`config.mk`:
```
export PLATFORM = sky130hd
export DESIGN_NAME = sectionalizer_count_trip_logic
export DESIGN_NICKNAME = d
export VERILOG_FILES = /design/src/logic/down_timer.v /design/src/logic/sectionalizer_count_trip_logic.v
export VERILOG_INCLUDE_DIRS = /design/src /design/src/logic
export SDC_FILE = /design/constraint.sdc
export NUM_CORES = 1
export LEC_CHECK = 0
export BUFFER_PORTS_ARGS = -buffer_cell sky130_fd_sc_hd__buf_2
export CAP_MARGIN = 20
export CORE_AREA = 2 2 120 180
export DETAILED_ROUTE_END_ITERATION = 6
export DIE_AREA = 0 0 122 182
export PLACE_DENSITY_LB_ADDON = 0.12
export SLEW_MARGIN = 20
export SYNTH_ARGS = -nofsm -noshare
export SYNTH_HDL_FRONTEND = slang
export SYNTH_SLANG_ARGS = --single-unit
```
`constraint.sdc`:
```
create_clock -name aclk -period 4.3 [get_ports aclk]
set_input_delay 0.43 -clock aclk [delete_from_list [all_inputs] [get_ports aclk]]
set_output_delay 0.43 -clock aclk [all_outputs]
set_load 0.02 [all_outputs]
```
`src/logic/sect_map.vh`:
```
// Purpose: Register map, field positions, reset values and timing counts
//          for the sectionalizer count-and-trip logic.
// Assumes: 25 MHz aclk; AXI4-Lite byte addresses.
// Notes:   Seconds-based times are kept in tenths of a second.
`ifndef SECT_MAP_VH
`define SECT_MAP_VH

// Register byte offsets
`define OFS_CTRL        4'h0
`define OFS_PH_THR      4'h4
`define OFS_GND_THR     4'h8
`define OFS_STATUS      4'hc
`define OFS_CMD         4'h0
`define OFS_CMD_ADDR    5'h10

// Control register fields
`define CTRL_CTO_LSB    0
`define CTRL_MUL_LSB    2
`define CTRL_PW_LSB     5
`define CTRL_GB_LSB     7
`define CTRL_RESET      10'h001

// Threshold reset values (amps)
`define PH_THR_RESET    12'h050
`define GND_THR_RESET   12'h028

// Status bit positions
`define ST_TRIP         2
`define ST_PH_RESTR     3
`define ST_GND_BLK      4
`define ST_FAULT_INT    5

// Command bits
`define CMD_CLR_TRIP    0

// Inrush multiplier selections
`define MUL_X1          3'h0
`define MUL_X2          3'h1
`define MUL_X4          3'h2
`define MUL_X6          3'h3
`define MUL_X8          3'h4

// Timebase: one tick per tenth of a second
`define CLK_NS          40
`define TICK_NS         100000000
`define TICK_CYC        (`TICK_NS / `CLK_NS)

// Times in tenths of a second
`define MEM_TENTHS      13'd600
`define RESET_TENTHS    13'd4500
`define GB_0P3          13'd3
`define GB_0P7          13'd7
`define GB_1P5          13'd15
`define GB_3P0          13'd30
`define GB_5P0          13'd50

// Phase restraint windows in line cycles
`define PW_5            13'd5
`define PW_10           13'd10
`define PW_15           13'd15
`define PW_20           13'd20

`endif

```
`src/logic/down_timer.v`:
```
// Purpose: Retriggerable down counter advanced by an external tick.
// Assumes: Load and clear are single-cycle strobes; clear wins over load.
// Notes:   Busy stays high from load until the count runs out.
`timescale 1ns/1ps
module down_timer (
   input  wire        aclk,
   input  wire        aresetn,
   input  wire        tick,
   input  wire        load,
   input  wire [12:0] load_val,
   input  wire        clr,
   output wire        busy
);
   reg [12:0] cnt_r;

   assign busy = (cnt_r != 13'h0000);

   always @(posedge aclk) begin
      if (!aresetn || clr) begin
         cnt_r <= 13'h0000;
      end else if (load) begin
         cnt_r <= load_val;
      end else if (tick && busy) begin
         cnt_r <= cnt_r - 13'h0001;
      end
   end
endmodule

```
`src/logic/sectionalizer_count_trip_logic.v`:
```
// Purpose: Count-and-trip control of a three-phase line sectionalizer.
// Assumes: Magnitude inputs are synchronous amp codes from the sensing
//          front end; line_cycle is a one-cycle pulse per line cycle.
// Notes:   Settings reach the block over AXI4-Lite.
//
// Summary of operation
// - Compare three phase and one ground channel against their own thresholds.
// - Count only when an overcurrent flowed and then current fell to zero.
// - Hold at most three counts; further interruptions add nothing.
// - Trip once the count equals the counts-to-open setting of one to three.
// - While tripping, enable discharge of stored energy through the tripper coil.
// - Each count lives 60 seconds; trip needs all counts within that span.
// - Clear unfinished counts completely within 7-1/2 minutes.
// - No count when at least 3-1/2 amps of load keeps flowing after fault.
// - Overcurrent seen at interruption means reclose overcurrent is fault.
// - Otherwise raise phase threshold by 2, 4, 6 or 8, or block it.
// - Phase restraint lasts 5, 10, 15 or 20 cycles after restoration.
// - In inrush case block ground detection 0.3 to 5 seconds after restoration.
// - Multiplier also offers unity and block choices.
//
// Decided for this implementation: the address map and the AXI4-Lite interface to the registers.
`timescale 1ns/1ps
`include "sect_map.vh"
module sectionalizer_count_trip_logic #(
   parameter TICK_CYC = `TICK_CYC
) (
   input  wire        aclk,
   input  wire        aresetn,
   input  wire [11:0] ph_mag_a,
   input  wire [11:0] ph_mag_b,
   input  wire [11:0] ph_mag_c,
   input  wire [11:0] gnd_mag,
   input  wire        load_present,
   input  wire        line_cycle,
   output reg         trip_cmd_r,
   output reg         discharge_en_r,
   input  wire [31:0] s_axi_awaddr,
   input  wire        s_axi_awvalid,
   output reg         s_axi_awready,
   input  wire [31:0] s_axi_wdata,
   input  wire [3:0]  s_axi_wstrb,
   input  wire        s_axi_wvalid,
   output reg         s_axi_wready,
   output reg  [1:0]  s_axi_bresp,
   output reg         s_axi_bvalid,
   input  wire        s_axi_bready,
   input  wire [31:0] s_axi_araddr,
   input  wire        s_axi_arvalid,
   output reg         s_axi_arready,
   output reg  [31:0] s_axi_rdata,
   output reg  [1:0]  s_axi_rresp,
   output reg         s_axi_rvalid,
   input  wire        s_axi_rready
);
   ////////////////////////////////////////////////////////////////////////
   // Functions
   function [15:0] scale_thr;
      input [11:0] thr;
      input [2:0]  sel;
      begin
         case (sel)
            `MUL_X1: scale_thr = {4'h0, thr};
            `MUL_X2: scale_thr = {3'h0, thr, 1'b0};
            `MUL_X4: scale_thr = {2'h0, thr, 2'h0};
            `MUL_X6: scale_thr = {2'h0, thr, 2'h0} + {3'h0, thr, 1'b0};
            `MUL_X8: scale_thr = {1'b0, thr, 3'h0};
            default: scale_thr = 16'hffff;
         endcase
      end
   endfunction

   function [12:0] pw_cycles;
      input [1:0] sel;
      begin
         case (sel)
            2'h0:    pw_cycles = `PW_5;
            2'h1:    pw_cycles = `PW_10;
            2'h2:    pw_cycles = `PW_15;
            default: pw_cycles = `PW_20;
         endcase
      end
   endfunction

   function [12:0] gb_tenths;
      input [2:0] sel;
      begin
         case (sel)
            3'h0:    gb_tenths = `GB_0P3;
            3'h1:    gb_tenths = `GB_0P7;
            3'h2:    gb_tenths = `GB_1P5;
            3'h3:    gb_tenths = `GB_3P0;
            default: gb_tenths = `GB_5P0;
         endcase
      end
   endfunction

   function [31:0] wmask;
      input [31:0] old;
      input [31:0] nw;
      input [3:0]  st;
      integer      i;
      begin
         wmask = old;
         for (i = 0; i < 4; i = i + 1) begin
            if (st[i]) begin
               wmask[i*8 +: 8] = nw[i*8 +: 8];
            end
         end
      end
   endfunction

   ////////////////////////////////////////////////////////////////////////
   // Settings and state
   reg  [9:0]  ctrl_r;
   reg  [11:0] ph_thr_r;
   reg  [11:0] gnd_thr_r;
   reg         load_prev_r;
   reg         oc_seen_r;
   reg         fault_int_r;
   reg  [22:0] tick_cnt_r;
   reg         tick_r;
   reg  [1:0]  count_r;
   reg         ph_restr_r;
   reg         gnd_blk_r;

   wire [1:0]  cto     = ctrl_r[`CTRL_CTO_LSB +: 2];
   wire [1:0]  cto_eff = (cto == 2'h0) ? 2'h1 : cto;
   wire [2:0]  mul_sel = ctrl_r[`CTRL_MUL_LSB +: 3];
   wire [1:0]  pw_sel  = ctrl_r[`CTRL_PW_LSB +: 2];
   wire [2:0]  gb_sel  = ctrl_r[`CTRL_GB_LSB +: 3];

   wire [2:0]  slot_busy;
   wire        rst_busy;
   wire        pw_busy;
   wire        gb_busy;

   ////////////////////////////////////////////////////////////////////////
   // Overcurrent detection
   // Load above the restraint level counts as current flowing
   wire        int_evt  = load_prev_r && !load_present;
   wire        rest_evt = !load_prev_r && load_present;
   wire        inrush   = rest_evt && !fault_int_r;

   // Restraint also covers the restoring edge, before its flag is set
   wire [15:0] ph_eff = (ph_restr_r || inrush) ? scale_thr(ph_thr_r, mul_sel)
                                               : {4'h0, ph_thr_r};
   wire        ph_oc  = ({4'h0, ph_mag_a} >= ph_eff) ||
                        ({4'h0, ph_mag_b} >= ph_eff) ||
                        ({4'h0, ph_mag_c} >= ph_eff);
   wire        gnd_oc = (gnd_thr_r != 12'h000) && !gnd_blk_r && !inrush &&
                        (gnd_mag >= gnd_thr_r);
   wire        any_oc = ph_oc || gnd_oc;

   ////////////////////////////////////////////////////////////////////////
   // Count generation
   // A count only forms when current truly drops out; while load stays
   // above the restraint level the fault was cleared further down.
   wire        cnt_evt  = int_evt && oc_seen_r && !trip_cmd_r;
   wire [2:0]  slot_ld;
   assign slot_ld[0] = cnt_evt && !slot_busy[0];
   assign slot_ld[1] = cnt_evt && slot_busy[0] && !slot_busy[1];
   assign slot_ld[2] = cnt_evt && slot_busy[0] && slot_busy[1] &&
                       !slot_busy[2];

   wire [1:0]  live_cnt = {1'b0, slot_busy[0]} + {1'b0, slot_busy[1]} +
                          {1'b0, slot_busy[2]};
   wire        trip_set = (live_cnt >= cto_eff);
   wire        cnt_clr  = (rst_busy == 1'b0) && (live_cnt != 2'h0);
   wire        slot_clr = trip_set || cnt_clr;

   ////////////////////////////////////////////////////////////////////////
   // Timers
   down_timer u_slot0 (.aclk(aclk), .aresetn(aresetn), .tick(tick_r), .load(slot_ld[0]),
      .load_val(`MEM_TENTHS), .clr(slot_clr), .busy(slot_busy[0]));
   down_timer u_slot1 (.aclk(aclk), .aresetn(aresetn), .tick(tick_r), .load(slot_ld[1]),
      .load_val(`MEM_TENTHS), .clr(slot_clr), .busy(slot_busy[1]));
   down_timer u_slot2 (.aclk(aclk), .aresetn(aresetn), .tick(tick_r), .load(slot_ld[2]),
      .load_val(`MEM_TENTHS), .clr(slot_clr), .busy(slot_busy[2]));
   // Backstop: first count of a sequence starts the full reset span
   down_timer u_reset (.aclk(aclk), .aresetn(aresetn), .tick(tick_r),
      .load(cnt_evt && (live_cnt == 2'h0)), .load_val(`RESET_TENTHS), .clr(trip_set),
      .busy(rst_busy));
   down_timer u_phwin (.aclk(aclk), .aresetn(aresetn), .tick(line_cycle), .load(inrush),
      .load_val(pw_cycles(pw_sel)), .clr(int_evt), .busy(pw_busy));
   down_timer u_gndblk (.aclk(aclk), .aresetn(aresetn), .tick(tick_r), .load(inrush),
      .load_val(gb_tenths(gb_sel)), .clr(int_evt), .busy(gb_busy));

   ////////////////////////////////////////////////////////////////////////
   // Core sequencing
   always @(posedge aclk) begin
      if (!aresetn) begin
         tick_cnt_r  <= 23'h000000;
         tick_r      <= 1'b0;
         load_prev_r <= 1'b0;
         oc_seen_r   <= 1'b0;
         fault_int_r <= 1'b0;
         count_r     <= 2'h0;
         ph_restr_r  <= 1'b0;
         gnd_blk_r   <= 1'b0;
      end else begin
         // Fixed timebase from aclk
         if ({9'h000, tick_cnt_r} == TICK_CYC - 1) begin
            tick_cnt_r <= 23'h000000;
            tick_r     <= 1'b1;
         end else begin
            tick_cnt_r <= tick_cnt_r + 23'h000001;
            tick_r     <= 1'b0;
         end
         load_prev_r <= load_present;
         if (int_evt) begin
            fault_int_r <= oc_seen_r;
            oc_seen_r   <= 1'b0;
         end else if (any_oc && load_present) begin
            oc_seen_r <= 1'b1;
         end else if (load_present) begin
            // Fault gone while load still flows: cleared further down the line
            oc_seen_r <= 1'b0;
         end
         count_r    <= live_cnt;
         // Restraint applies from the restoring edge itself
         ph_restr_r <= pw_busy || inrush;
         gnd_blk_r  <= gb_busy || inrush;
      end
   end

   ////////////////////////////////////////////////////////////////////////
   // Trip output; a new trip wins over a software clear
   wire clr_trip;

   always @(posedge aclk) begin
      if (!aresetn) begin
         trip_cmd_r     <= 1'b0;
         discharge_en_r <= 1'b0;
      end else begin
         if (trip_set) begin
            trip_cmd_r <= 1'b1;
         end else if (clr_trip) begin
            trip_cmd_r <= 1'b0;
         end
         discharge_en_r <= trip_set || (trip_cmd_r && !clr_trip);
      end
   end

   ////////////////////////////////////////////////////////////////////////
   // AXI4-Lite slave
   reg         aw_have_r;
   reg         w_have_r;
   reg  [4:0]  waddr_r;
   reg  [31:0] wdata_r;
   reg  [3:0]  wstrb_r;
   wire        do_wr = aw_have_r && w_have_r && !s_axi_bvalid;
   wire        wr_ok = (waddr_r[4] == 1'b0) || (waddr_r == `OFS_CMD_ADDR);
   wire [31:0] ctrl_wm = wmask({22'h0, ctrl_r}, wdata_r, wstrb_r);
   wire [31:0] ph_wm   = wmask({20'h0, ph_thr_r}, wdata_r, wstrb_r);
   wire [31:0] gnd_wm  = wmask({20'h0, gnd_thr_r}, wdata_r, wstrb_r);

   assign clr_trip = do_wr && (waddr_r == `OFS_CMD_ADDR) &&
                     wstrb_r[0] && wdata_r[`CMD_CLR_TRIP];

   always @(posedge aclk) begin
      if (!aresetn) begin
         s_axi_awready <= 1'b0;
         s_axi_wready  <= 1'b0;
         s_axi_bvalid  <= 1'b0;
         s_axi_bresp   <= 2'h0;
         aw_have_r     <= 1'b0;
         w_have_r      <= 1'b0;
         waddr_r       <= 5'h00;
         wdata_r       <= 32'h00000000;
         wstrb_r       <= 4'h0;
         ctrl_r        <= `CTRL_RESET;
         ph_thr_r      <= `PH_THR_RESET;
         gnd_thr_r     <= `GND_THR_RESET;
      end else begin
         s_axi_awready <= s_axi_awvalid && !aw_have_r && !s_axi_awready;
         s_axi_wready  <= s_axi_wvalid && !w_have_r && !s_axi_wready;
         if (s_axi_awvalid && s_axi_awready) begin
            aw_have_r <= 1'b1;
            waddr_r   <= s_axi_awaddr[4:0];
         end
         if (s_axi_wvalid && s_axi_wready) begin
            w_have_r <= 1'b1;
            wdata_r  <= s_axi_wdata;
            wstrb_r  <= s_axi_wstrb;
         end
         if (do_wr) begin
            aw_have_r    <= 1'b0;
            w_have_r     <= 1'b0;
            s_axi_bvalid <= 1'b1;
            s_axi_bresp  <= wr_ok ? 2'h0 : 2'h2;
            if (waddr_r[4:2] == `OFS_CTRL >> 2) begin
               ctrl_r <= ctrl_wm[9:0];
            end
            if (waddr_r[4:2] == `OFS_PH_THR >> 2) begin
               ph_thr_r <= ph_wm[11:0];
            end
            if (waddr_r[4:2] == `OFS_GND_THR >> 2) begin
               gnd_thr_r <= gnd_wm[11:0];
            end
         end else if (s_axi_bvalid && s_axi_bready) begin
            s_axi_bvalid <= 1'b0;
         end
      end
   end

   reg [31:0] rd_val;
   reg        rd_ok;

   always @* begin
      rd_val = 32'h00000000;
      rd_ok  = 1'b1;
      case (s_axi_araddr[4:2])
         3'h0:    rd_val = {22'h0, ctrl_r};
         3'h1:    rd_val = {20'h0, ph_thr_r};
         3'h2:    rd_val = {20'h0, gnd_thr_r};
         3'h3:    rd_val = {26'h0, fault_int_r, gnd_blk_r, ph_restr_r,
                            trip_cmd_r, count_r};
         3'h4:    rd_val = 32'h00000000;
         default: rd_ok  = 1'b0;
      endcase
   end

   always @(posedge aclk) begin
      if (!aresetn) begin
         s_axi_arready <= 1'b0;
         s_axi_rvalid  <= 1'b0;
         s_axi_rdata   <= 32'h00000000;
         s_axi_rresp   <= 2'h0;
      end else begin
         s_axi_arready <= s_axi_arvalid && !s_axi_arready && !s_axi_rvalid;
         if (s_axi_arvalid && s_axi_arready) begin
            s_axi_rvalid <= 1'b1;
            s_axi_rdata  <= rd_val;
            s_axi_rresp  <= rd_ok ? 2'h0 : 2'h2;
         end else if (s_axi_rvalid && s_axi_rready) begin
            s_axi_rvalid <= 1'b0;
         end
      end
   end
endmodule

```
### Yosys cells after proc, flatten, opt, wreduce, memory -nomap -nowiden

Cells that the tools add are included.

* output and inout bits: 43
* bits in registers: 207
* ROM bits: 0
* bits in latches: 0
* input bits: 157
* memories: 0
* memory bits (writable): 0
* word-level logic and storage cells: 212

* shift operators: 0
* multiply operators: 0
* mux-type cells: 30
* eq/ne operators: 17
* bitwise gates (word level): 3
* divide/modulo/power cells: 0
* magnitude comparators: 5
* reductions and logical operators: 108
* add/subtract/negate cells: 10

Operator list (number)
* $pmux 16 s5: 1
* $mux 13: 6
* $reduce_bool 13->1: 6
* $sub 13x1->13 const B: 6
* $mux 10: 6
* $ge 12x16->1: 3
* $pmux 12 s4: 1
* $logic_and 1x1->1: 39
* $pmux 6 s4: 1
* $add 23x1->23 const B: 1
* $eq 23x22->1 const B: 1
* $reduce_bool 2->1: 11
* $eq 3x2->1 const B: 7
* $logic_not 1->1: 18
* $reduce_and 3->1: 6
* $mux 16: 1
* $add 14x13->15: 1
* $pmux 5 s3: 1
* $reduce_or 2->1: 7
* $eq 3x1->1 const B: 4
* $ge 12x12->1: 1
* $logic_not 3->1: 4
* $logic_or 1x1->1: 12
* $reduce_bool 12->1: 1
* other kinds (12): 28

### Longest topological paths before layout

Gate-level depths: netlist (run 1).

* depth after elaboration: 11
* depth in mapped cells: 19

### Cells and area by module

Synthesis (run 1) repeated with hierarchy kept, for this count alone.

* cells, all modules: 1467
* area total of the unflattened synthesis: 12694.7 um^2

Modules (own cells, without submodules)
* sectionalizer_count_trip_logic: times used 1, cells an instance 819, sequential area each 2142.1 um^2, area an instance 6869.1 um^2
* down_timer: times used 6, cells an instance 108, sequential area each 260.2 um^2, area an instance 970.9 um^2

### Worst setup path after synthesis (run 1)

No wires, ideal clock.

* kind: register to register
* start: reg u_slot0.cnt_r[4]
* end: reg u_slot0.cnt_r[1]
* setup slack: 184 ps
* library setup time: 91 ps
* arrival time: 4025 ps
* stages on the path, launching flop included: 14
* path through: dfxtp_1 -> or4_4 -> or4_4 -> or4_4 -> buf_6 -> fa_1 -> inv_1 -> ha_1 -> nand2b_1 -> a21oi_1 -> o211ai_1 -> or2b_1 -> buf_4 -> a311oi_1

* word-level cells in the longest chain between the ends: 8
* elaborated cells between the ends (all ways): 12
* those cells by class: 2 x add/sub; 1 x order compare; 9 x reduce/logical

Ends and longest elaborated chain
* start, declared: RTL line down_timer.v:14 `reg [12:0] cnt_r;`
* start signal, assigned: RTL line down_timer.v:22 `cnt_r <= load_val;`
* start signal, assigned: RTL line down_timer.v:24 `cnt_r <= cnt_r - 13'h0001;`
* $reduce_bool 13->1 *: RTL line down_timer.v:16 `assign busy = (cnt_r != 13'h0000);`
* $add 1x1->2 *: RTL line sectionalizer_count_trip_logic.v:165 `wire [1:0] live_cnt = {1'b0, slot_busy[0]} + {1'b0, slot_busy[1]} +`
* $add 2x1->2 *: RTL line sectionalizer_count_trip_logic.v:165
* via live_cnt[0]: RTL line sectionalizer_count_trip_logic.v:165
* parallel branches: the longest is 2 deep, another holds $ge 2x2->1
* $logic_or 1x1->1 *: RTL line sectionalizer_count_trip_logic.v:169 `wire slot_clr = trip_set || cnt_clr;`
* $logic_or 1x1->1 *: RTL line down_timer.v:19 `if (!aresetn || clr) begin`
* $reduce_or 2->1 (no line) *

Mark *: on every way through the listed nets, which the timed path passes.
A chain may end at the register's enable or synchronous reset.

### Final worst setup path (run 1)

Same ends and word-level chain as after synthesis.

==> impl_metrics.yaml, run 1 <==
global_routing:
  grt_pass1_vias: 8584
  grt_first_pass_wirelength_um: 39900
  grt_usage_pct: 22.5
  grt_max_degree: 58
  antenna_found_initial: 1
  grt-ovfl-total: 0
cts:
  clk_pin_slew_worst_paths_ns: 0.07
  cts-root-buf: "clkbuf_16"
  clkSinkCount: 185
  postCtsHoldBufs: 0
  clk_latency_ns: 0.44
  ctsHtreeMaxLevel: 4
  cts_tree: "yes"
  numCtsBuffers: 17
  clockBufferDepth: 2
die:
  initial_core_util_pct: 49.9
  fp.dieW_um: 122
  die-height_um: 182
  rows: 65
  io_pins: 200
  die_area_sq_um: 22200
  core-area_sq_um: 20700
setup_path:
  reg2reg_setup_slack_ns: 0.24
  start_kind: "flop"
  crit_fanout: 7
  crit_top_cell: "or4_4"
  arrival_ns: 4.40
  slowest_delay_ns: 0.58
  critPathRequiredTime_ns: 4.64
  reg2reg_to: "u_slot0.cnt_r[1]$_SDFFE_PP0P_"
  cpMaxStageDelayCell: "or4_4"
  reg2reg_from: "u_slot0.cnt_r[4]$_SDFFE_PP0P_"
  crit_type: "flop to flop"
  crit_chain: "or4_4 > or4_4 > or4_4 > fa_1 > inv_1 > ha_1 > nand2b_1 > a21oi_1 > o211ai_1 > or2b_4 > a311oi_1"
  r2r_cells: 11
  end_kind: "flop"
  setup.worst_path.start: "u_slot0.cnt_r[4]$_SDFFE_PP0P_"
route:
  highest_layer: "met5"
  firstDrtPassIters: 5
  routed_wl_um: 24300
  drt_iter0_markers: 361
  wl_met1_um: 9800
  ant_nets: 0
  avgViaCountPerCell: 5.50
  wl_met2_um: 13100
  dr_wl_met3_um: 804
  vias: 8795
  drc: 0
  wl_per_cell_um: 15.2
yosys:
  syn_inst: 1218
  synth_area_per_cell_sq_um: 8.50
  synthArstFlopShare_pct: 0
  synth_area_leaders: "dfxtp_1 36%, ha_1 8.6%, nor2_1 4.6%, nand2_1 3.8%, mux2i_1 3.7%"
  synth_top_area_share_pct: 35.8
  yosys.area_share.adder_pct: 8.97
  synth_area_sq_um: 10400
  synthXorXnorAreaFrac_pct: 5.84
  post_synth_num_cell_types: 72
  dominantRegCellSynth: "dfxtp_1"
  synth_top_family_by_area: "simple AND/OR/NAND/NOR gates"
  yosys.area.top_type: "dfxtp_1"
  synth_compound_area_share_pct: 15.6
  ys_ff_latch: 185
  synthMuxAreaShare_pct: 5.09
  yosys_warnings: 0
  synth_edf_count: 0
  yosys.area_share.simple_pct: 23.5
  ys_seq_area_share_pct: 35.8
place:
  port_buffers: 99
  gp_congestion: 0.857
  dp_cells: 1566
  dp_hpwl_um: 18600
pwr:
  pwr-share-seq_pct: 46.9
  p_sw_uw: 999
  p_comb_share_pct: 13.3
  powerDensity_nw_per_um2: 328
  ir_worst_vdd_uv: 334
  swShare_pct: 26.0
  p_leak_uw: 0.00450
  p_int_uw: 2840
  power_frac_clock_pct: 39.8
timing:
  period_share_pct: 94.4
  rsz0062_at_grt: "false"
  fin_skew_ns: 0.00988
  drv_slew: 0
  fin_tns_setup_ns: 0
  post-route-min-period_ns: 4.06
  fmax_ghz: 0.246
  hold_viol: 0
  worst_pin_slew_ns: 0.948
  setup-violations-final: 0
  slew_headroom_pct: 36.6
hold_path:
  hold_path_class: "input port to flop"
  hold_path_depth: 2
  hold-path-endpoint: "u_phwin.cnt_r[12]$_SDFFE_PP0P_"
  min-delay-start: "line_cycle"
job:
  cap_violations: 0
final_layout:
  multi_input_area_sq_um: 6230
  area_delta_synth_final_pct: 13.3
  n_antenna_cell: 0
  final_nets: 1549
  final_util_pct: 56.6
  instances_no_fill: 1599
  regArea_sq_um: 3710
  layout-drive-gt1-share_pct: 14.8
  num-fill-cells: 1917
outcome:
  outcome: "complete, no violations"
layout make-up:
cell class              count  share of cell area, %
multi-input cells         939                   53.1
flip-flops and latches    185                   31.6
clock inverters            10                   1.02
well taps                 268                   2.86
inverters                  50                   1.60
clock buffers              21                   3.84
repair buffers            126                   5.95
worst max-delay path, delay by kind of cell (launching register included):
kind	cells	cell delay, ns
AO/OA/AOI/OAI	3	0.67
adder cells (fa/ha/maj)	2	0.87
buffers and inverters	1	0.06
flip-flops	1	0.37
AND/OR/NAND/NOR	5	2.00
state kept, by name, indices dropped and copies added (netlist names), 2 cells and up:
name and count:
tick_cnt_r 23, u_gndblk.cnt_r 13, u_phwin.cnt_r 13, u_reset.cnt_r 13, u_slot0.cnt_r 13, u_slot1.cnt_r 13
u_slot2.cnt_r 13, gnd_thr_r 12, ph_thr_r 12, s_axi_rdata 12, wdata_r 12, ctrl_r 10
waddr_r 5, count_r 2, wstrb_r 2
cell usage after synthesis, types with 5 or more instances:
| cell type | number |
|---|---|
| dfxtp_1 | 185 |
| nor2_1 | 127 |
| nand2_1 | 105 |
| ha_1 | 71 |
| a21oi_1 | 70 |
| o21ai_0 | 56 |
| nor2b_1 | 51 |
| inv_1 | 50 |
| xnor2_1 | 40 |
| mux2i_1 | 38 |
| nor3_1 | 38 |
| clkbuf_1 | 36 |
| xor2_1 | 29 |
| nand3_1 | 25 |
| a21boi_0 | 24 |
| buf_4 | 23 |
| nor4_1 | 19 |
| nand2b_1 | 18 |
| a22oi_1 | 15 |
| or3_1 | 15 |
| a211oi_1 | 14 |
| nand4_1 | 14 |
| and2_1 | 12 |
| o211ai_1 | 12 |
| or2_2 | 10 |
| and3_1 | 6 |
| mux4_2 | 6 |
| o22ai_1 | 6 |
| nand3b_1 | 5 |
| nor3b_1 | 5 |
| o21a_1 | 5 |
| o31ai_1 | 5 |
| or4_1 | 5 |
power groups by stage:
stage          clock network, uW  logic [uW]  registers [uW]
2_1_floorplan                  0         377            1830
3_3_place_gp                   0         494            1840
3_5_place_dp                   0         500            1840
4_1_cts                     1580         504            1800
5_1_grt                     1640         583            1810
6_report                    1530         512            1800
layout by cell type (no fill, tap or decap), types with 29 or more instances in the layout:
master	Yosys	routed
dfxtp_1	185	183
nor2_1	127	127
nand2_1	105	105
buf_2	3	99
ha_1	71	71
a21oi_1	70	69
o21ai_0	56	54
nor2b_1	51	51
inv_1	50	50
xnor2_1	40	40
nor3_1	38	38
mux2i_1	38	38
xor2_1	29	29
kinds of logic (layout without fill, tap and decap cells):
| group | Yosys count | count (layout) |
|---|---|---|
| and+or+nand+nor | 479 | 479 |
| AOI/OAI and AO/OA | 251 | 251 |
| DFF | 185 | 185 |
| buffers and inverters | 115 | 207 |
| adders and majority gates | 73 | 73 |
| xor gates and xnor gates | 69 | 69 |
| muxes | 45 | 45 |
| other | 1 | 22 |
through the flow:
step	hold slack, ns	worst slack (ns)	total power, uW	instance area, sq um
after floorplan	0.417	0.184	2210	10400
after global placement	0.427	0.0699	2330	11100
after detailed placement	0.431	0.00658	2340	11100
after CTS	0.170	0.0118	3880	11700
after global routing	0.179	0.00372	4030	11700
final	0.187	0.241	3840	11700
worst max path at each step:
stage,end,slack [ns]
after floorplan,u_slot0.cnt_r[1]$_SDFFE_PP0P_,0.18
after global placement,oc_seen_r$_SDFFE_PP0P_,0.07
after detailed placement,oc_seen_r$_SDFFE_PP0P_,0.007
after CTS,oc_seen_r$_SDFFE_PP0P_,0.01
after global routing,oc_seen_r$_SDFFE_PP0P_,0.004
final,u_slot0.cnt_r[1]$_SDFFE_PP0P_,0.24
repair_timing:
item | 4_1_cts | 5_1_grt
gates resized for setup | 1 | 13
endpoints found under the setup margin | 1 | 22
setup buffers | 0 | 2
pin swaps | 0 | 1
layer usage:
layer | up-vias | global-route usage [%]
li1 | 4477 | -
met1 | 4115 | 23.9
met2 | 165 | 42.7
met3 | 36 | 4.27
met4 | 2 | 8.83
met5 | - | 0
Note: power is estimated with default switching activity, not from simulation.
==> inputs of run 2 (changes only) <==
--- a/config.mk
+++ b/config.mk
@@ -8,11 +8,12 @@
 export LEC_CHECK = 0
 export BUFFER_PORTS_ARGS = -buffer_cell sky130_fd_sc_hd__buf_2
 export CAP_MARGIN = 20
-export CORE_AREA = 2 2 120 180
+export CORE_AREA = 2 2 130 195
 export DETAILED_ROUTE_END_ITERATION = 6
-export DIE_AREA = 0 0 122 182
+export DIE_AREA = 0 0 132 197
 export PLACE_DENSITY_LB_ADDON = 0.12
 export SLEW_MARGIN = 20
 export SYNTH_ARGS = -nofsm -noshare
 export SYNTH_HDL_FRONTEND = slang
+export SYNTH_HIERARCHICAL = 1
 export SYNTH_SLANG_ARGS = --single-unit
==> impl_metrics.yaml, run 2 <==
cts:
  postCtsHoldBufs: 0
  cts_resized: 0
  clk_latency_ns: 0.44
  cts_tree: "yes"
  clockBufferDepth: 2
  clkSinkCount: 185
  numCtsBuffers: 17
  ctsHtreeMaxLevel: 4
  cts-root-buf: "clkbuf_16"
  clk_pin_slew_worst_paths_ns: 0.07
  postCtsSetupBuffers: 0
final_layout:
  area_delta_synth_final_pct: 10.9
  layout-drive-gt1-share_pct: 17.3
  final_nets: 1839
  largest_reg_flops: 23
  instances_no_fill: 1939
  final_common_cell: "dfxtp_1"
  layout_common_cells: "185 x dfxtp_1, 124 x nor2_1, 115 x nand2_1"
  n_antenna_cell: 0
  regMostFlops: "tick_cnt_r"
timing:
  setup-violations-final: 0
  fin_tns_setup_ns: 0
  slew_headroom_pct: 30.9
  rsz0062_at_grt: "false"
  worst_pin_slew_ns: 1.03
  period_share_pct: 87.3
  hold_viol: 0
  fmax_ghz: 0.266
  drv_slew: 0
  fin_skew_ns: 0.0139
  post-route-min-period_ns: 3.76
global_routing:
  grt-ovfl-total: 0
  grt_usage_pct: 24.0
  grt_pass1_vias: 10925
  grt_max_degree: 42
  antenna_found_initial: 0
  grt_first_pass_wirelength_um: 51800
pwr:
  ir_worst_vdd_uv: 717
  p_total_uw: 6800
  powerDensity_nw_per_um2: 483
  p_leak_uw: 0.00517
place:
  gp_congestion: 0.878
  port_buffers: 99
  dp_hpwl_um: 23400
  dp_cells: 1909
setup_path:
  arrival_ns: 4.12
  critPathRequiredTime_ns: 4.66
  r2r_cells: 16
  crit_fanout: 7
  reg2reg_from: "ph_thr_r[1]$_SDFFE_PN0P_"
  reg2reg_setup_slack_ns: 0.54
  end_kind: "flop"
  crit_type: "flop to flop"
  start_kind: "flop"
  reg2reg_to: "oc_seen_r$_SDFFE_PP0P_"
yosys:
  synth_edf_count: 0
  synth_area_per_cell_sq_um: 8.65
  ys_ff_latch: 185
  dominantRegCellSynth: "dfxtp_1"
  yosys.area.top_type: "dfxtp_1"
  ys_seq_area_share_pct: 29.2
  synth_top_area_share_pct: 29.2
  yosysMostFrequentCell: "dfxtp_1"
  post_synth_num_cell_types: 90
  synthArstFlopShare_pct: 0
  synth_area_sq_um: 12700
  synth_area_leaders: "dfxtp_1 29%, ha_1 7.5%, a21oi_1 3.7%, nor2_1 3.7%, mux2i_1 3.5%"
  yosys_warnings: 6
  synth_common_cells: "185 x dfxtp_1, 124 x nor2_1, 115 x nand2_1"
  syn_inst: 1467
route:
  drc: 0
  drt_iter0_markers: 534
  routed_wl_um: 31000
  wl_per_cell_um: 16.0
  firstDrtPassIters: 5
  vias: 11157
  ant_nets: 0
  avgViaCountPerCell: 5.75
hold_path:
  hold_path_class: "input port to flop"
  hold-path-endpoint: "wdata_r[5]$_SDFFE_PN0P_"
  min-delay-start: "s_axi_wdata[5]"
  hold_path_depth: 3
outcome:
  outcome: "complete, no violations"
die:
  rows: 70
  io_pins: 200
  die_area_sq_um: 26000
  initial_core_util_pct: 52.3
  core-area_sq_um: 24300
  die-height_um: 197
  fp.dieW_um: 132
job:
  cap_violations: 0
==> run 2: worst max-delay path, stage by stage (launching register included) <==
cell,delay (ns)
dfxtp_1,0.48
ha_1,0.26
inv_1,0.06
fa_1,0.39
xnor2_1,0.14
mux2_2,0.26
a221o_1,0.35
a221oi_1,0.29
buf_4,0.19
ha_1,0.12
nand2_1,0.05
a221oi_1,0.39
nor4_1,0.09
o21ai_0,0.20
a21oi_1,0.09
o2bb2ai_1,0.13
a32oi_1,0.18
==> run 2: power by group <==
part           switching (uW)  internal [uW]
clock network             751            765
registers                 237           1860
logic                    2040           1150
total                    3030           3780
==> run 2: kinds of logic after synthesis <==
kind of cell / after synthesis / share of synthesized area [%]
AOI/OAI and AO/OA: 351 / 21.1
xor gates and xnor gates: 29 / 2.00
adders and majority gates: 78 / 7.81
buffers and inverters: 187 / 7.28
DFF: 185 / 29.2
muxes: 52 / 4.71
other: 2 / 0.0592
and+or+nand+nor: 583 / 27.9
==> run 2: worst max path at each step <==
| stage | depth (start not counted) | slack, ns | from | end |
|---|---|---|---|---|
| 2_1_floorplan | 15 | 1.01 | ph_thr_r[1]$_SDFFE_PN0P_ | oc_seen_r$_SDFFE_PP0P_ |
| 3_3_place_gp | 16 | 0.52 | ph_thr_r[1]$_SDFFE_PN0P_ | oc_seen_r$_SDFFE_PP0P_ |
| 3_5_place_dp | 11 | 0.57 | u_slot2/cnt_r[2]$_SDFFE_PP0P_ | u_slot1/cnt_r[11]$_SDFFE_PP0P_ |
| 4_1_cts | 16 | 0.52 | ph_thr_r[1]$_SDFFE_PN0P_ | oc_seen_r$_SDFFE_PP0P_ |
| 5_1_grt | 16 | 0.18 | ph_thr_r[1]$_SDFFE_PN0P_ | oc_seen_r$_SDFFE_PP0P_ |
| 6_report | 16 | 0.54 | ph_thr_r[1]$_SDFFE_PN0P_ | oc_seen_r$_SDFFE_PP0P_ |
==> run 2: area by class of cell <==
type	count	area (sq um)
flip-flops and latches	185	3700
well taps	324	405
repair buffers	114	608
clock buffers	17	425
multi-input cells	1183	8410
inverters	103	387
clock inverters	13	138
fillers	2266	10200
==> run 2: layer usage <==
| metal | share of wire, % | global-route usage [%] | vias to the layer above |
|---|---|---|---|
| li1 | - | - | 5549 |
| met1 | 41 | 27.5 | 5297 |
| met2 | 53 | 44.7 | 244 |
| met3 | 2.9 | 2.83 | 67 |
| met4 | 3.2 | 10.3 | 0 |
| met5 | 0 | 0 | - |
==> run 2: per-stage QoR <==
stage | setup WS [ns] | hold WS (ns) | utilization (%) | instance area [sq um]
2_1_floorplan | 1.01 | 0.421 | - | 13000
3_3_place_gp | 0.525 | 0.427 | 55.7 | 13500
3_5_place_dp | 0.573 | 0.434 | 55.7 | 13500
4_1_cts | 0.523 | 0.231 | 58.0 | 14100
5_1_grt | 0.183 | 0.238 | 58.0 | 14100
6_report | 0.544 | 0.243 | 58.0 | 14100
==> inputs of run 3 (changes only) <==
--- a/config.mk
+++ b/config.mk
@@ -7,10 +7,9 @@
 export NUM_CORES = 1
 export LEC_CHECK = 0
 export BUFFER_PORTS_ARGS = -buffer_cell sky130_fd_sc_hd__buf_2
-export CAP_MARGIN = 20
-export CORE_AREA = 2 2 130 195
+export CORE_AREA = 2 2 142 179
 export DETAILED_ROUTE_END_ITERATION = 6
-export DIE_AREA = 0 0 132 197
+export DIE_AREA = 0 0 144 181
 export PLACE_DENSITY_LB_ADDON = 0.12
 export SLEW_MARGIN = 20
 export SYNTH_ARGS = -nofsm -noshare
==> impl_metrics.yaml, run 3 (synthesis gave the netlist of run 2 again) <==
outcome:
  outcome: "complete, no violations"
final_layout:
  final_common_cell: "dfxtp_1"
  area_delta_synth_final_pct: 11.2
  final_nets: 1834
  layout-drive-gt1-share_pct: 17.2
  largest_reg_flops: 23
  n_antenna_cell: 0
  regMostFlops: "tick_cnt_r"
  instances_no_fill: 1942
  layout_common_cells: "185 x dfxtp_1, 124 x nor2_1, 115 x nand2_1"
timing:
  post-route-min-period_ns: 3.85
  fin_tns_setup_ns: 0
  fmax_ghz: 0.260
  worst_pin_slew_ns: 1.10
  period_share_pct: 89.6
  slew_headroom_pct: 26.7
  setup-violations-final: 0
  drv_slew: 0
  hold_viol: 0
  rsz0062_at_grt: "false"
  fin_skew_ns: 0.0139
cts:
  postCtsSetupBuffers: 0
  clockBufferDepth: 2
  clk_latency_ns: 0.44
  ctsHtreeMaxLevel: 4
  numCtsBuffers: 17
  cts-root-buf: "clkbuf_16"
  cts_tree: "yes"
  cts_resized: 0
  clkSinkCount: 185
  postCtsHoldBufs: 0
  clk_pin_slew_worst_paths_ns: 0.07
setup_path:
  crit_type: "flop to flop"
  start_kind: "flop"
  critPathRequiredTime_ns: 4.64
  reg2reg_setup_slack_ns: 0.45
  end_kind: "flop"
  crit_fanout: 13
  arrival_ns: 4.20
pwr:
  p_leak_uw: 0.00518
  ir_worst_vdd_uv: 670
  powerDensity_nw_per_um2: 578
place:
  dp_cells: 1910
  port_buffers: 99
  dp_hpwl_um: 22200
  gp_congestion: 0.837
die:
  initial_core_util_pct: 52.3
  die_area_sq_um: 26100
  die-height_um: 181
  core-area_sq_um: 24300
  io_pins: 200
  rows: 64
  fp.dieW_um: 144
global_routing:
  grt_usage_pct: 23.2
  grt_first_pass_wirelength_um: 50000
  grt_max_degree: 42
  grt_pass1_vias: 10318
  gr-usage-met1_pct: 30.6
  grt-ovfl-total: 0
  grt_busiest_layer: "met2"
  antenna_found_initial: 0
  use_met2_pct: 39.7
  use_met3_pct: 2.97
hold_path:
  hold_path_class: "input port to flop"
route:
  avgViaCountPerCell: 5.67
  drt_iter0_markers: 515
  drc: 0
  firstDrtPassIters: 5
  wl_per_cell_um: 15.4
  routed_wl_um: 29800
  vias: 11016
  ant_nets: 0
job:
  cap_violations: 0
==> run 3: cell count changes in the layout (fill, tap and decap cells not counted), sizes merged <==
cell,delta
clkinv,-1
bufinv,+3
clkinvlp,-1
buf,-5
inv,+1
==> run 3: final cells by class <==
class | count | area (sq um)
Clock buffer | 17 | 425
Clock inverter | 15 | 205
Sequential cell | 185 | 3700
Tap cell | 330 | 413
Multi-Input combinational cell | 1183 | 8410
Timing Repair Buffer | 109 | 571
Fill cell | 2265 | 10100
Inverter | 103 | 387
==> run 3: final timing paths <==
kind | start | end | cells after the start
setup / recovery | u_slot1/cnt_r[2]$_SDFFE_PP0P_ | u_slot2/cnt_r[11]$_SDFFE_PP0P_ | 11
hold / removal | s_axi_wdata[5] | wdata_r[5]$_SDFFE_PN0P_ | 3
setup reg to reg | u_slot1/cnt_r[2]$_SDFFE_PP0P_ | u_slot2/cnt_r[11]$_SDFFE_PP0P_ | 11
hold reg to reg | s_axi_rvalid$_SDFFE_PN0P_ | s_axi_arready$_SDFF_PN0_ | 1
==> run 3: critical path: stages, from the launching register on <==
cell and delay (ns):
dfxtp_1 0.41, nor4_4 0.40, and3_1 0.24, nand2_1 0.10, inv_1 0.16, fa_1 0.48
ha_1 0.31, nand2b_1 0.14, a21oi_1 0.32, o21ai_0 0.31, or2b_2 0.51, a2111oi_2 0.36
==> run 3: per-stage QoR <==
step | worst slack, ns | area, sq um | hold slack (ns) | utilization (%) | power (uW)
global placement | 0.583 | 13500 | 0.431 | 55.6 | 6730
detailed placement | 0.553 | 13500 | 0.440 | 55.6 | 5140
floorplan | 1.01 | 13000 | 0.421 | - | 4590
CTS | 0.497 | 14100 | 0.224 | 58.2 | 6880
finish | 0.449 | 14100 | 0.236 | 58.2 | 8160
global route | 0.151 | 14100 | 0.233 | 58.2 | 8600
==> run 3: power breakdown <==
| group | internal (uW) | total (uW) | switching (uW) |
|---|---|---|---|
| Clock | 940 | 1690 | 746 |
| Combinational | 1530 | 4280 | 2750 |
| Sequential | 1900 | 2190 | 294 |
| Total | 4370 | 8160 | 3790 |
==> run 3: per-layer routing <==
metal | vias up | wire length [um]
met4 | 0 | 516
met2 | 214 | 15000
met5 | - | 0
li1 | 5551 | -
met3 | 38 | 931
met1 | 5213 | 13400
